==> config.mk <==
export PLATFORM = sky130hd
export DESIGN_NAME = pdl_core
export DESIGN_NICKNAME = d
export VERILOG_FILES = /design/src/core/pdl_pkg.sv /design/src/core/pdl_core.sv
export SDC_FILE = /design/constraint.sdc
export NUM_CORES = 1
export LEC_CHECK = 0
export BUFFER_PORTS_ARGS = -buffer_cell sky130_fd_sc_hd__buf_4
export CORE_MARGIN = 4
export CORE_UTILIZATION = 55
export CTS_BUF_LIST = sky130_fd_sc_hd__clkbuf_8
export DETAILED_ROUTE_END_ITERATION = 8
export PLACE_DENSITY = 0.77
export SLEW_MARGIN = 40
export SYNTH_ARGS = -nofsm -noshare
export SYNTH_HDL_FRONTEND = slang
export SYNTH_SLANG_ARGS = --single-unit
==> constraint.sdc <==
create_clock -name core_clk -period 5.4 [get_ports core_clk]
set_input_delay 0.27 -clock core_clk [delete_from_list [all_inputs] [get_ports core_clk]]
set_output_delay 0.27 -clock core_clk [all_outputs]
set_load 0.01 [all_outputs]
==> src/core/pdl_pkg.sv <==
// Behaviour
// - divider code 0..4 picks /1,/2,/4,/8,/16; codes 5..7 pick /8
// - five independent divider select fields, one per output clock
// - reset: output 0 /1, output 1 /2, output 2 /4, outputs 3-4 /8
// - with hold enabled, enter hold at first missing reference cycle
// - hold enable resets to 0, so hold is off after reset
// - lock high after five successive periods with edges inside window
// - lock window width chosen by two-bit field at bits 6 and 7
// - hold enable bit written 1 enables hold, written 0 disables it
// - window codes 0..3 name 1.2, 1.8, 2.4, 3 ns, each giving one core cycle; code 0 default
package pdl_pkg;
   // *****************************************************************
   // clock and timing
   // *****************************************************************
   localparam int CLK_FREQ_MHZ  = 100;
   localparam int CLK_PERIOD_PS = 1000000 / CLK_FREQ_MHZ;
   localparam int WIN0_PS = 1200;
   localparam int WIN1_PS = 1800;
   localparam int WIN2_PS = 2400;
   localparam int WIN3_PS = 3000;
   // longest time: round down, but never below one cycle
   localparam int WIN0_CYC = (WIN0_PS / CLK_PERIOD_PS < 1) ? 1
                             : WIN0_PS / CLK_PERIOD_PS;
   localparam int WIN1_CYC = (WIN1_PS / CLK_PERIOD_PS < 1) ? 1
                             : WIN1_PS / CLK_PERIOD_PS;
   localparam int WIN2_CYC = (WIN2_PS / CLK_PERIOD_PS < 1) ? 1
                             : WIN2_PS / CLK_PERIOD_PS;
   localparam int WIN3_CYC = (WIN3_PS / CLK_PERIOD_PS < 1) ? 1
                             : WIN3_PS / CLK_PERIOD_PS;
   localparam int GOOD_PERIODS = 5;

   // *****************************************************************
   // register map
   // *****************************************************************
   localparam logic [3:0]  REG_DIVSEL = 4'h0;
   localparam logic [3:0]  REG_CTRL   = 4'h4;
   localparam logic [3:0]  REG_STATUS = 4'h8;
   localparam int          NUM_OUT    = 5;
   localparam int          SEL_W      = 3;
   localparam logic [14:0] DIVSEL_RST = 15'h3688;
   localparam int          CTRL_HOLD_BIT = 2;
   localparam int          CTRL_WIN_LSB  = 6;
   localparam logic [1:0]  WIN_RST       = 2'h0;
   localparam int          STAT_LOCK_BIT = 0;
   localparam int          STAT_HOLD_BIT = 1;
   localparam int          STAT_CNT_LSB  = 4;

   // *****************************************************************
   // divider select codes
   // *****************************************************************
   localparam logic [2:0] SEL_DIV1  = 3'h0;
   localparam logic [2:0] SEL_DIV2  = 3'h1;
   localparam logic [2:0] SEL_DIV4  = 3'h2;
   localparam logic [2:0] SEL_DIV8  = 3'h3;
   localparam logic [2:0] SEL_DIV16 = 3'h4;
endpackage

==> src/core/pdl_core.sv <==
`timescale 1ns/1ps
module pdl_core
   import pdl_pkg::*;
#(
   parameter int AGE_W = 16
) (
   // clock and reset
   input  wire logic              core_clk,
   input  wire logic              resetn,
   // register port
   input  wire logic [3:0]        regAddr,
   input  wire logic [31:0]       regWdata,
   input  wire logic              regWr,
   input  wire logic              regRd,
   output logic      [31:0]       regRdata,
   // phase detector and oscillator pins
   input  wire logic              refIn,
   input  wire logic              fbIn,
   input  wire logic              oscillatorClockInput,
   // outputs
   output logic [NUM_OUT-1:0]     outputClock,
   output logic                   lockDetect,
   output logic                   holdActive
);
   // *****************************************************************
   // elaboration check
   // *****************************************************************
   if (AGE_W < 4 || AGE_W > 30) begin : g_bad_age
      $error("AGE_W must lie between 4 and 30");
   end

   // *****************************************************************
   // state
   // *****************************************************************
   logic [2:0]       pinS1, pinS2, pinS3, pinLvl;
   logic [14:0]      divSel;
   logic             holdEn;
   logic [1:0]       lockWindowSelect;
   logic [3:0]       divCnt;
   logic [AGE_W-1:0] refAge, fbAge, refPeriod;
   logic             periodValid, pending, pairOk;
   logic [2:0]       goodCnt;
   logic [2:0]       next_pinLvl;
   logic [14:0]      next_divSel;
   logic             next_holdEn;
   logic [1:0]       next_lockWindowSelect;
   logic [3:0]       next_divCnt;
   logic [AGE_W-1:0] next_refAge, next_fbAge, next_refPeriod;
   logic             next_periodValid, next_pending, next_pairOk;
   logic [2:0]       next_goodCnt;
   logic [NUM_OUT-1:0] next_outputClock;
   logic             next_lockDetect, next_holdActive;
   logic [31:0]      next_regRdata;
   logic [2:0]       pinRise;
   logic             refEdge, fbEdge, oscEdge, judge;
   logic [AGE_W-1:0] winCyc, missLimit;
   logic [AGE_W-1:0] ageMax;

   // *****************************************************************
   // pin synchronisers and edge detect
   // *****************************************************************
   // a level counts once the second and third stages agree
   always_comb begin
      for (int i = 0; i < 3; i++) begin
         next_pinLvl[i] = (pinS2[i] == pinS3[i]) ? pinS3[i] : pinLvl[i];
      end
      pinRise = next_pinLvl & ~pinLvl;
      refEdge = pinRise[0];
      fbEdge  = pinRise[1];
      oscEdge = pinRise[2];
   end

   // *****************************************************************
   // lock window width
   // *****************************************************************
   // all widths sit below one core cycle, so every code gives one cycle
   always_comb begin
      case (lockWindowSelect)
         2'h0:    winCyc = AGE_W'(WIN0_CYC);
         2'h1:    winCyc = AGE_W'(WIN1_CYC);
         2'h2:    winCyc = AGE_W'(WIN2_CYC);
         2'h3:    winCyc = AGE_W'(WIN3_CYC);
         default: winCyc = AGE_W'(WIN0_CYC);
      endcase
      ageMax    = '1;
      // a reference edge late by half a period counts as missing
      missLimit = refPeriod + (refPeriod >> 1);
   end

   // *****************************************************************
   // next-state logic
   // *****************************************************************
   always_comb begin
      // register writes
      next_divSel           = divSel;
      next_holdEn           = holdEn;
      next_lockWindowSelect = lockWindowSelect;
      if (regWr && regAddr == REG_DIVSEL) begin
         next_divSel = regWdata[14:0];
      end
      if (regWr && regAddr == REG_CTRL) begin
         next_holdEn = regWdata[CTRL_HOLD_BIT];
         next_lockWindowSelect =
            regWdata[CTRL_WIN_LSB +: 2];
      end
      // one shared counter keeps all outputs in step with each other
      next_divCnt = oscEdge ? divCnt + 4'h1 : divCnt;
      // per output ratio select
      for (int i = 0; i < NUM_OUT; i++) begin
         case (divSel[i*SEL_W +: SEL_W])
            SEL_DIV1:  next_outputClock[i] = pinLvl[2];
            SEL_DIV2:  next_outputClock[i] = divCnt[0];
            SEL_DIV4:  next_outputClock[i] = divCnt[1];
            SEL_DIV8:  next_outputClock[i] = divCnt[2];
            SEL_DIV16: next_outputClock[i] = divCnt[3];
            default:   next_outputClock[i] = divCnt[2];
         endcase
      end
      // edge ages, saturating
      next_refAge = refEdge ? '0
                  : (refAge == ageMax ? refAge : refAge + 1'b1);
      next_fbAge  = fbEdge ? '0
                  : (fbAge == ageMax ? fbAge : fbAge + 1'b1);
      next_refPeriod   = refPeriod;
      next_periodValid = periodValid;
      // a late edge closes a gap, not a period, so the learned value
      // stays; a reference slowed by more than half a period is relearned only after a saturated gap
      if (refEdge && refAge != ageMax
          && (!periodValid || refAge < missLimit)) begin
         next_refPeriod   = refAge + 1'b1;
         next_periodValid = 1'b1;
      end else if (refEdge && refAge == ageMax) begin
         next_periodValid = 1'b0;
      end
      // hold: entered at first missing reference edge, left on return
      next_holdActive = holdActive;
      if (!holdEn || refEdge) begin
         next_holdActive = 1'b0;
      end else if (periodValid && refAge == missLimit) begin
         next_holdActive = 1'b1;
      end
      // pair judging: feedback edge must fall inside window of ref edge
      next_pending = pending;
      next_pairOk  = pairOk;
      judge        = 1'b0;
      if (refEdge) begin
         next_pending = 1'b1;
         next_pairOk  = (fbAge < winCyc) || fbEdge;
      end else if (pending) begin
         if (fbEdge && refAge < winCyc) begin
            next_pairOk = 1'b1;
         end
         if (refAge >= winCyc) begin
            judge        = 1'b1;
            next_pending = 1'b0;
         end
      end
      next_goodCnt = goodCnt;
      if (judge) begin
         if (!pairOk) begin
            next_goodCnt = 3'h0;
         end else if (goodCnt != 3'(GOOD_PERIODS)) begin
            next_goodCnt = goodCnt + 3'h1;
         end
      end
      next_lockDetect = (next_goodCnt == 3'(GOOD_PERIODS));
      // read data stands only in the cycle after the strobe
      next_regRdata = 32'h0000_0000;
      if (regRd) begin
         case (regAddr)
            REG_DIVSEL: next_regRdata = {17'h0_0000, divSel};
            REG_CTRL: begin
               next_regRdata[CTRL_HOLD_BIT]     = holdEn;
               next_regRdata[CTRL_WIN_LSB +: 2] = lockWindowSelect;
            end
            REG_STATUS: begin
               next_regRdata[STAT_LOCK_BIT]     = lockDetect;
               next_regRdata[STAT_HOLD_BIT]     = holdActive;
               next_regRdata[STAT_CNT_LSB +: 3] = goodCnt;
            end
            default: next_regRdata = 32'h0000_0000;
         endcase
      end
   end

   // *****************************************************************
   // registers
   // *****************************************************************
   always_ff @(posedge core_clk or negedge resetn) begin
      if (!resetn) begin
         pinS1            <= 3'h0;
         pinS2            <= 3'h0;
         pinS3            <= 3'h0;
         pinLvl           <= 3'h0;
         divSel           <= DIVSEL_RST;
         holdEn           <= 1'b0;
         lockWindowSelect <= WIN_RST;
         divCnt           <= 4'h0;
         refAge           <= '1;
         fbAge            <= '1;
         refPeriod        <= '0;
         periodValid      <= 1'b0;
         pending          <= 1'b0;
         pairOk           <= 1'b0;
         goodCnt          <= 3'h0;
         outputClock      <= '0;
         lockDetect       <= 1'b0;
         holdActive       <= 1'b0;
         regRdata         <= 32'h0000_0000;
      end else begin
         pinS1            <= {oscillatorClockInput, fbIn, refIn};
         pinS2            <= pinS1;
         pinS3            <= pinS2;
         pinLvl           <= next_pinLvl;
         divSel           <= next_divSel;
         holdEn           <= next_holdEn;
         lockWindowSelect <= next_lockWindowSelect;
         divCnt           <= next_divCnt;
         refAge           <= next_refAge;
         fbAge            <= next_fbAge;
         refPeriod        <= next_refPeriod;
         periodValid      <= next_periodValid;
         pending          <= next_pending;
         pairOk           <= next_pairOk;
         goodCnt          <= next_goodCnt;
         outputClock      <= next_outputClock;
         lockDetect       <= next_lockDetect;
         holdActive       <= next_holdActive;
         regRdata         <= next_regRdata;
      end
   end

   // *****************************************************************
   // checks
   // *****************************************************************
   AST_DIV1_FOLLOWS: assert property (@(posedge core_clk)
      disable iff (!resetn)
      divSel[2:0] == SEL_DIV1 |=> outputClock[0] == $past(pinLvl[2]))
      else $error("divide by one output does not follow oscillator");
   AST_HIGH_CODES: assert property (@(posedge core_clk)
      disable iff (!resetn)
      divSel[14:12] > SEL_DIV16 |=> outputClock[4] == $past(divCnt[2]))
      else $error("codes above four do not divide by eight");
   AST_RESET_SEL: assert property (@(posedge core_clk)
      disable iff (!resetn)
      $rose(resetn) |-> divSel == DIVSEL_RST)
      else $error("divider selects wrong after reset");
   AST_HOLD_OFF: assert property (@(posedge core_clk)
      disable iff (!resetn)
      $rose(resetn) |-> !holdEn ##1 !holdActive)
      else $error("hold enabled after reset");
   AST_HOLD_GATED: assert property (@(posedge core_clk)
      disable iff (!resetn)
      holdActive |-> $past(holdEn))
      else $error("hold active without enable");
   AST_HOLD_ENTRY: assert property (@(posedge core_clk)
      disable iff (!resetn)
      holdEn && periodValid && refAge == missLimit && !refEdge
      |=> holdActive)
      else $error("hold not entered at missing reference cycle");
   AST_LOCK_FIVE: assert property (@(posedge core_clk)
      disable iff (!resetn)
      $rose(lockDetect) |-> goodCnt == 3'(GOOD_PERIODS)
      && $past(goodCnt) == 3'(GOOD_PERIODS - 1))
      else $error("lock rose without five good periods");
   AST_LOCK_DROP: assert property (@(posedge core_clk)
      disable iff (!resetn)
      judge && !pairOk |=> !lockDetect ##1 !lockDetect)
      else $error("lock kept after out-of-window pair");
   AST_WIN_WRITE: assert property (@(posedge core_clk)
      disable iff (!resetn)
      regWr && regAddr == REG_CTRL
      |=> lockWindowSelect == $past(regWdata[7:6]))
      else $error("lock window field not taken from bits 7:6");
endmodule

# After elaboration in Yosys (flattened, before gate mapping)
# Index checks and enable logic that the tools add are counted.
# W data, S select, Z words.
# totals
out_inout_bits	39
register_bits	127
wordCells	123
input_bits	43
# classes
n_lt_le_gt_ge	4
bitwise	2
n_eq_ne	31
mux	37
reduce_logical	25
addsub	5
# ops
op	count
$mux W16	5
$lt A16 B16 Y1	3
$add A16 B1 Y16 const B	2
$eq A16 B16 Y1 const B	2
$pmux W1 S4	5
$eq A3 B3 Y1 const B	6
$mux W1	17
$add A16 B15 Y16	1
$eq A16 B16 Y1	1
$ge A16 B16 Y1	1
$ne A16 B16 Y1 const B	1
$eq A3 B1 Y1 const B	5
$eq A3 B2 Y1 const B	5
$logic_not A3 Y1	5
$mux W15	1
$mux W3	3
$pmux W2 S2	2
$reduce_bool A2 Y1	4
$logic_and A1 B1 Y1	7
$mux W7	1
$add A4 B1 Y4 const B	1
$eq A2 B2 Y1 const B	2
$eq A4 B3 Y1 const B	1
$eq A4 B4 Y1 const B	1
15 further kinds	22

# Logic depth before layout (Yosys ltp)
# logic_depth
depth_word	9
ltp_mapped	16
depth_no_buf	15

# Worst setup path after synthesis
# OpenSTA, ideal clock, no wires.
# synth_timing
path_type	reg-to-reg
startpoint	register refPeriod[1]
endpoint	register refPeriod[14]
setup_ps	128
stages_incl_launch_ff	16
synth_period_minus_slack_ps	3782
arrival_ps	3655
n_path_buf	0
required_ps	5272
path_slack_ps	1618
path_cell_list	dfrtp_1 ha_1 fa_1 a211o_1 a2111oi_0 o31ai_1 a21oi_1 o21ai_1 xnor2_1 ha_1 nand4_1 nor4_1 o21ai_0 o211ai_1 a21oi_4 mux2_1
# synth_via
elab_chain_cells	4
# synth_lines
element	line	rtl
from (decl)	pdl_core.sv:40	logic [AGE_W-1:0] refAge, fbAge, refPeriod;
from (signal assigned)	pdl_core.sv:221	refPeriod <= next_refPeriod;
$add A16 B15 Y16	pdl_core.sv:87	missLimit = refPeriod + (refPeriod >> 1);
$lt A16 B16 Y1	pdl_core.sv:129	&& (!periodValid || refAge < missLimit)) begin
$logic_or A1 B1 Y1	pdl_core.sv:129	
$logic_and A1 B1 Y1	pdl_core.sv:129	
# No other way between the ends.
# A chain may end at the register's enable or synchronous reset.

# Worst setup path after layout
# layout_timing
startpoint	register refPeriod[1]
endpoint	register refPeriod[11]
# The elaborated chain is that of the path after synthesis.

==> results.yml <==
grt:
  grtUsageTotal_pct: 20.2
  grt_pass1_wl_um: 20900
  antenna_found_initial: 0
  grt_max_degree: 44
  grt_overflow: 0
  grt_pass1_vias: 4322
routing:
  drt_first_pass_iters: 5
  post-route-drc-count: 0
  wl_per_cell_um: 16.1
  vias: 4294
  via_per_inst: 5.61
  wirelength_um: 12300
  drtIter0Drc: 232
  ant_nets: 0
placement:
  io_buffers: 47
  place_inst: 745
  place_ws_ns: 0.914
  dp_hpwl_um: 9150
  place.gp.congestion: 0.864
run_status:
  outcome: "complete, no violations"
synth:
  syn_area_um2: 6030
  post-synth-top-area-fraction_pct: 29.9
  syn_inst: 569
  yosys_register_bits: 110
  synth-edff-count: 0
  yosys-top-cells-area: "dfrtp_1 30%, dfstp_2 17%, ha_1 8.1%"
  avgSynthCellArea_um2: 10.6
  netlist_top_cells_count: "72 x dfrtp_1, 48 x nor2_1, 46 x a21oi_1"
  ys.flop_type: "dfrtp_1"
  synthAdderAreaFrac_pct: 8.75
  seq_area_frac_synth_pct: 46.4
  yosys.area_share.simple_pct: 15.7
  ys_warn_count: 0
  synth.most_common_cell: "dfrtp_1"
  synth_xor_area_share_pct: 6.10
  synth_compound_area_share_pct: 11.1
  ys_async_sr_fraction_pct: 100
  synthMuxAreaShare_pct: 7.26
  synth_area_leader_cell: "dfrtp_1"
  synth_top_family_by_area: "simple AND/OR/NAND/NOR gates"
  ys_types: 66
sta:
  worstMarginPinSlew_ns: 0.706
  tns_ns: 0
  period_share_pct: 84.4
  fmax_mhz: 219
  setup_viol: 0
  hold_viol: 0
  slew_viol_final: 0
  min_period_ns: 4.56
  rsz0062_at_grt: "false"
  worst_slack_ns: 0.843
  skew_ns: 0.0110
  hold_slack_ns: 0.132
  slew_headroom_pct: 52.9
critical_path:
  critical_path_buf_inv_count: 1
  worstSetupPathType: "register to register"
  worst_path_most_repeated_cell: "ha_1"
  cp-start-kind: "register"
  critical_path.max_stage_delay_ns: 0.48
  critPathRequiredTime_ns: 5.64
  crit_path_end_kind: "register"
  cpMaxStageDelayCell: "a2111oi_0"
  crit_family: "compound AO/OA/AOI/OAI gates"
  worstPathArrival_ns: 4.79
  crit_fanout: 11
  path_cells: "ha_1 > fa_1 > a211o_1 > a2111oi_0 > o31ai_1 > a211oi_1 > o21bai_1 > xnor2_1 > ha_1 > nand4_1 > nor4_1 > o21ai_0 > o211ai_1 > a21oi_4 > buf_4 > mux2i_1"
floorplanning:
  core-area_um2: 10500
  rows: 37
  initial_utilization_pct: 57.4
  die_h_um: 113
  die_width_um: 113
  num_io_pins: 82
  fp.dieArea_um2: 12700
power:
  power.density_nw_per_um2: 360
  fin_total_pwr_uw: 2420
  leakage_uw: 0.00306
  peakVddDrop_mv: 0.306
final_layout:
  drive_gt1_share_pct: 22.1
  diodes: 0
  final_cells: 765
  nets: 707
  areaGrowthSynthToFinish_pct: 11.4
job:
  maxCapViolCount: 0
clock_network:
  cts.path.max_buffers: 2
  cts_resized: 0
  cts_buffers: 9
  htree_levels: 3
  path_clk_slew_ns: 0.11
  cts-root-buf: "clkbuf_8"
  clock_sinks: 110
  cts_tree: "done"
  insertion_delay_ns: 0.37
hold_path:
  worstHoldPathType: "input port to register"
-- per-stage QoR --
step | cell area [um^2] | util [%]
detailed placement | 6490 | 61.8
global placement | 6460 | 61.5
finish | 6720 | 64.0
floorplan | 6090 | -
CTS | 6720 | 63.9
global route | 6720 | 64.0
-- repair_timing --
item | in CTS | in global routing
hold endpoints to repair | 31 | 0
setup buffers | 0 | 0
setup endpoints to repair | 0 | 0
hold buffers | 4 | 0
-- final cells by class --
type                       instances  area (um^2)
multi-input combinational        421         3030
tap                              136          170
sequential                       110         2800
clock inverter                     7         58.8
inverter                          26         97.6
clock buffer                       9          124
timing repair buffer              56          443
fill                             784         3790
-- state kept, by name, summed over array words and instances, names as in the netlist --
| name | count |
|---|---|
| divCnt | 4 |
| divSel | 15 |
| fbAge | 16 |
| goodCnt | 3 |
| holdActive | 1 |
| holdEn | 1 |
| lockDetect | 1 |
| lockWindowSelect | 2 |
| outputClock | 5 |
| pairOk | 1 |
| pending | 1 |
| periodValid | 1 |
| pinLvl | 3 |
| pinS1 | 3 |
| pinS2 | 3 |
| pinS3 | 3 |
| refAge | 16 |
| refPeriod | 16 |
| regRdata | 15 |
-- cells in the final DEF (no fill, tap or decap), drive strengths merged, types with 8 or more instances in the layout --
cell type / instances
mux2: 22
a21oi: 47
ha: 39
inv: 30
dfrtp: 72
conb: 17
nand2: 35
clkbuf: 9
nor2b: 8
nor4: 10
dfstp: 38
mux2i: 19
nor2: 48
nand4: 12
nand3: 17
buf: 52
o21ai: 12
xnor2: 23
and3: 10
a21o: 9
xor2: 19
-- final timing paths --
check,startpoint,to,slack (ns),cells past startpoint
max,refPeriod[1],refPeriod[11],0.84,16
min,regWdata[1],divSel[1],0.13,2
max reg2reg,refPeriod[1],refPeriod[11],0.84,16
min reg2reg,pinS1[0],pinS2[0],0.36,0
max in group asynchronous,resetn,fbAge[12],3.90,4
min in group asynchronous,resetn,pinS2[2],0.41,2
-- power breakdown --
group          switching, uW  total [uW]  internal [uW]
Sequential               187        1190            999
Clock                    289         464            175
Combinational            390         768            378
Total                    866        2420           1550
-- metal layers --
layer | GRT usage (%) | routed length, um | vias to the layer above
li1 | - | - | 2104
met1 | 27.7 | 5600 | 2096
met2 | 33.1 | 6170 | 81
met3 | 4.22 | 424 | 13
met4 | 4.49 | 140 | 0
met5 | 0 | 0 | -
-- cells by family (layout without fill, tap and decap cells) --
kind of cell / Yosys count / count (layout)
compound gates: 105 / 105
xor+xnor: 42 / 42
fa+ha+maj: 42 / 42
buf+inv: 54 / 98
flops: 110 / 110
mux: 41 / 41
other cells: 1 / 17
simple gates: 174 / 174
Power figures use the tool's default switching activity.
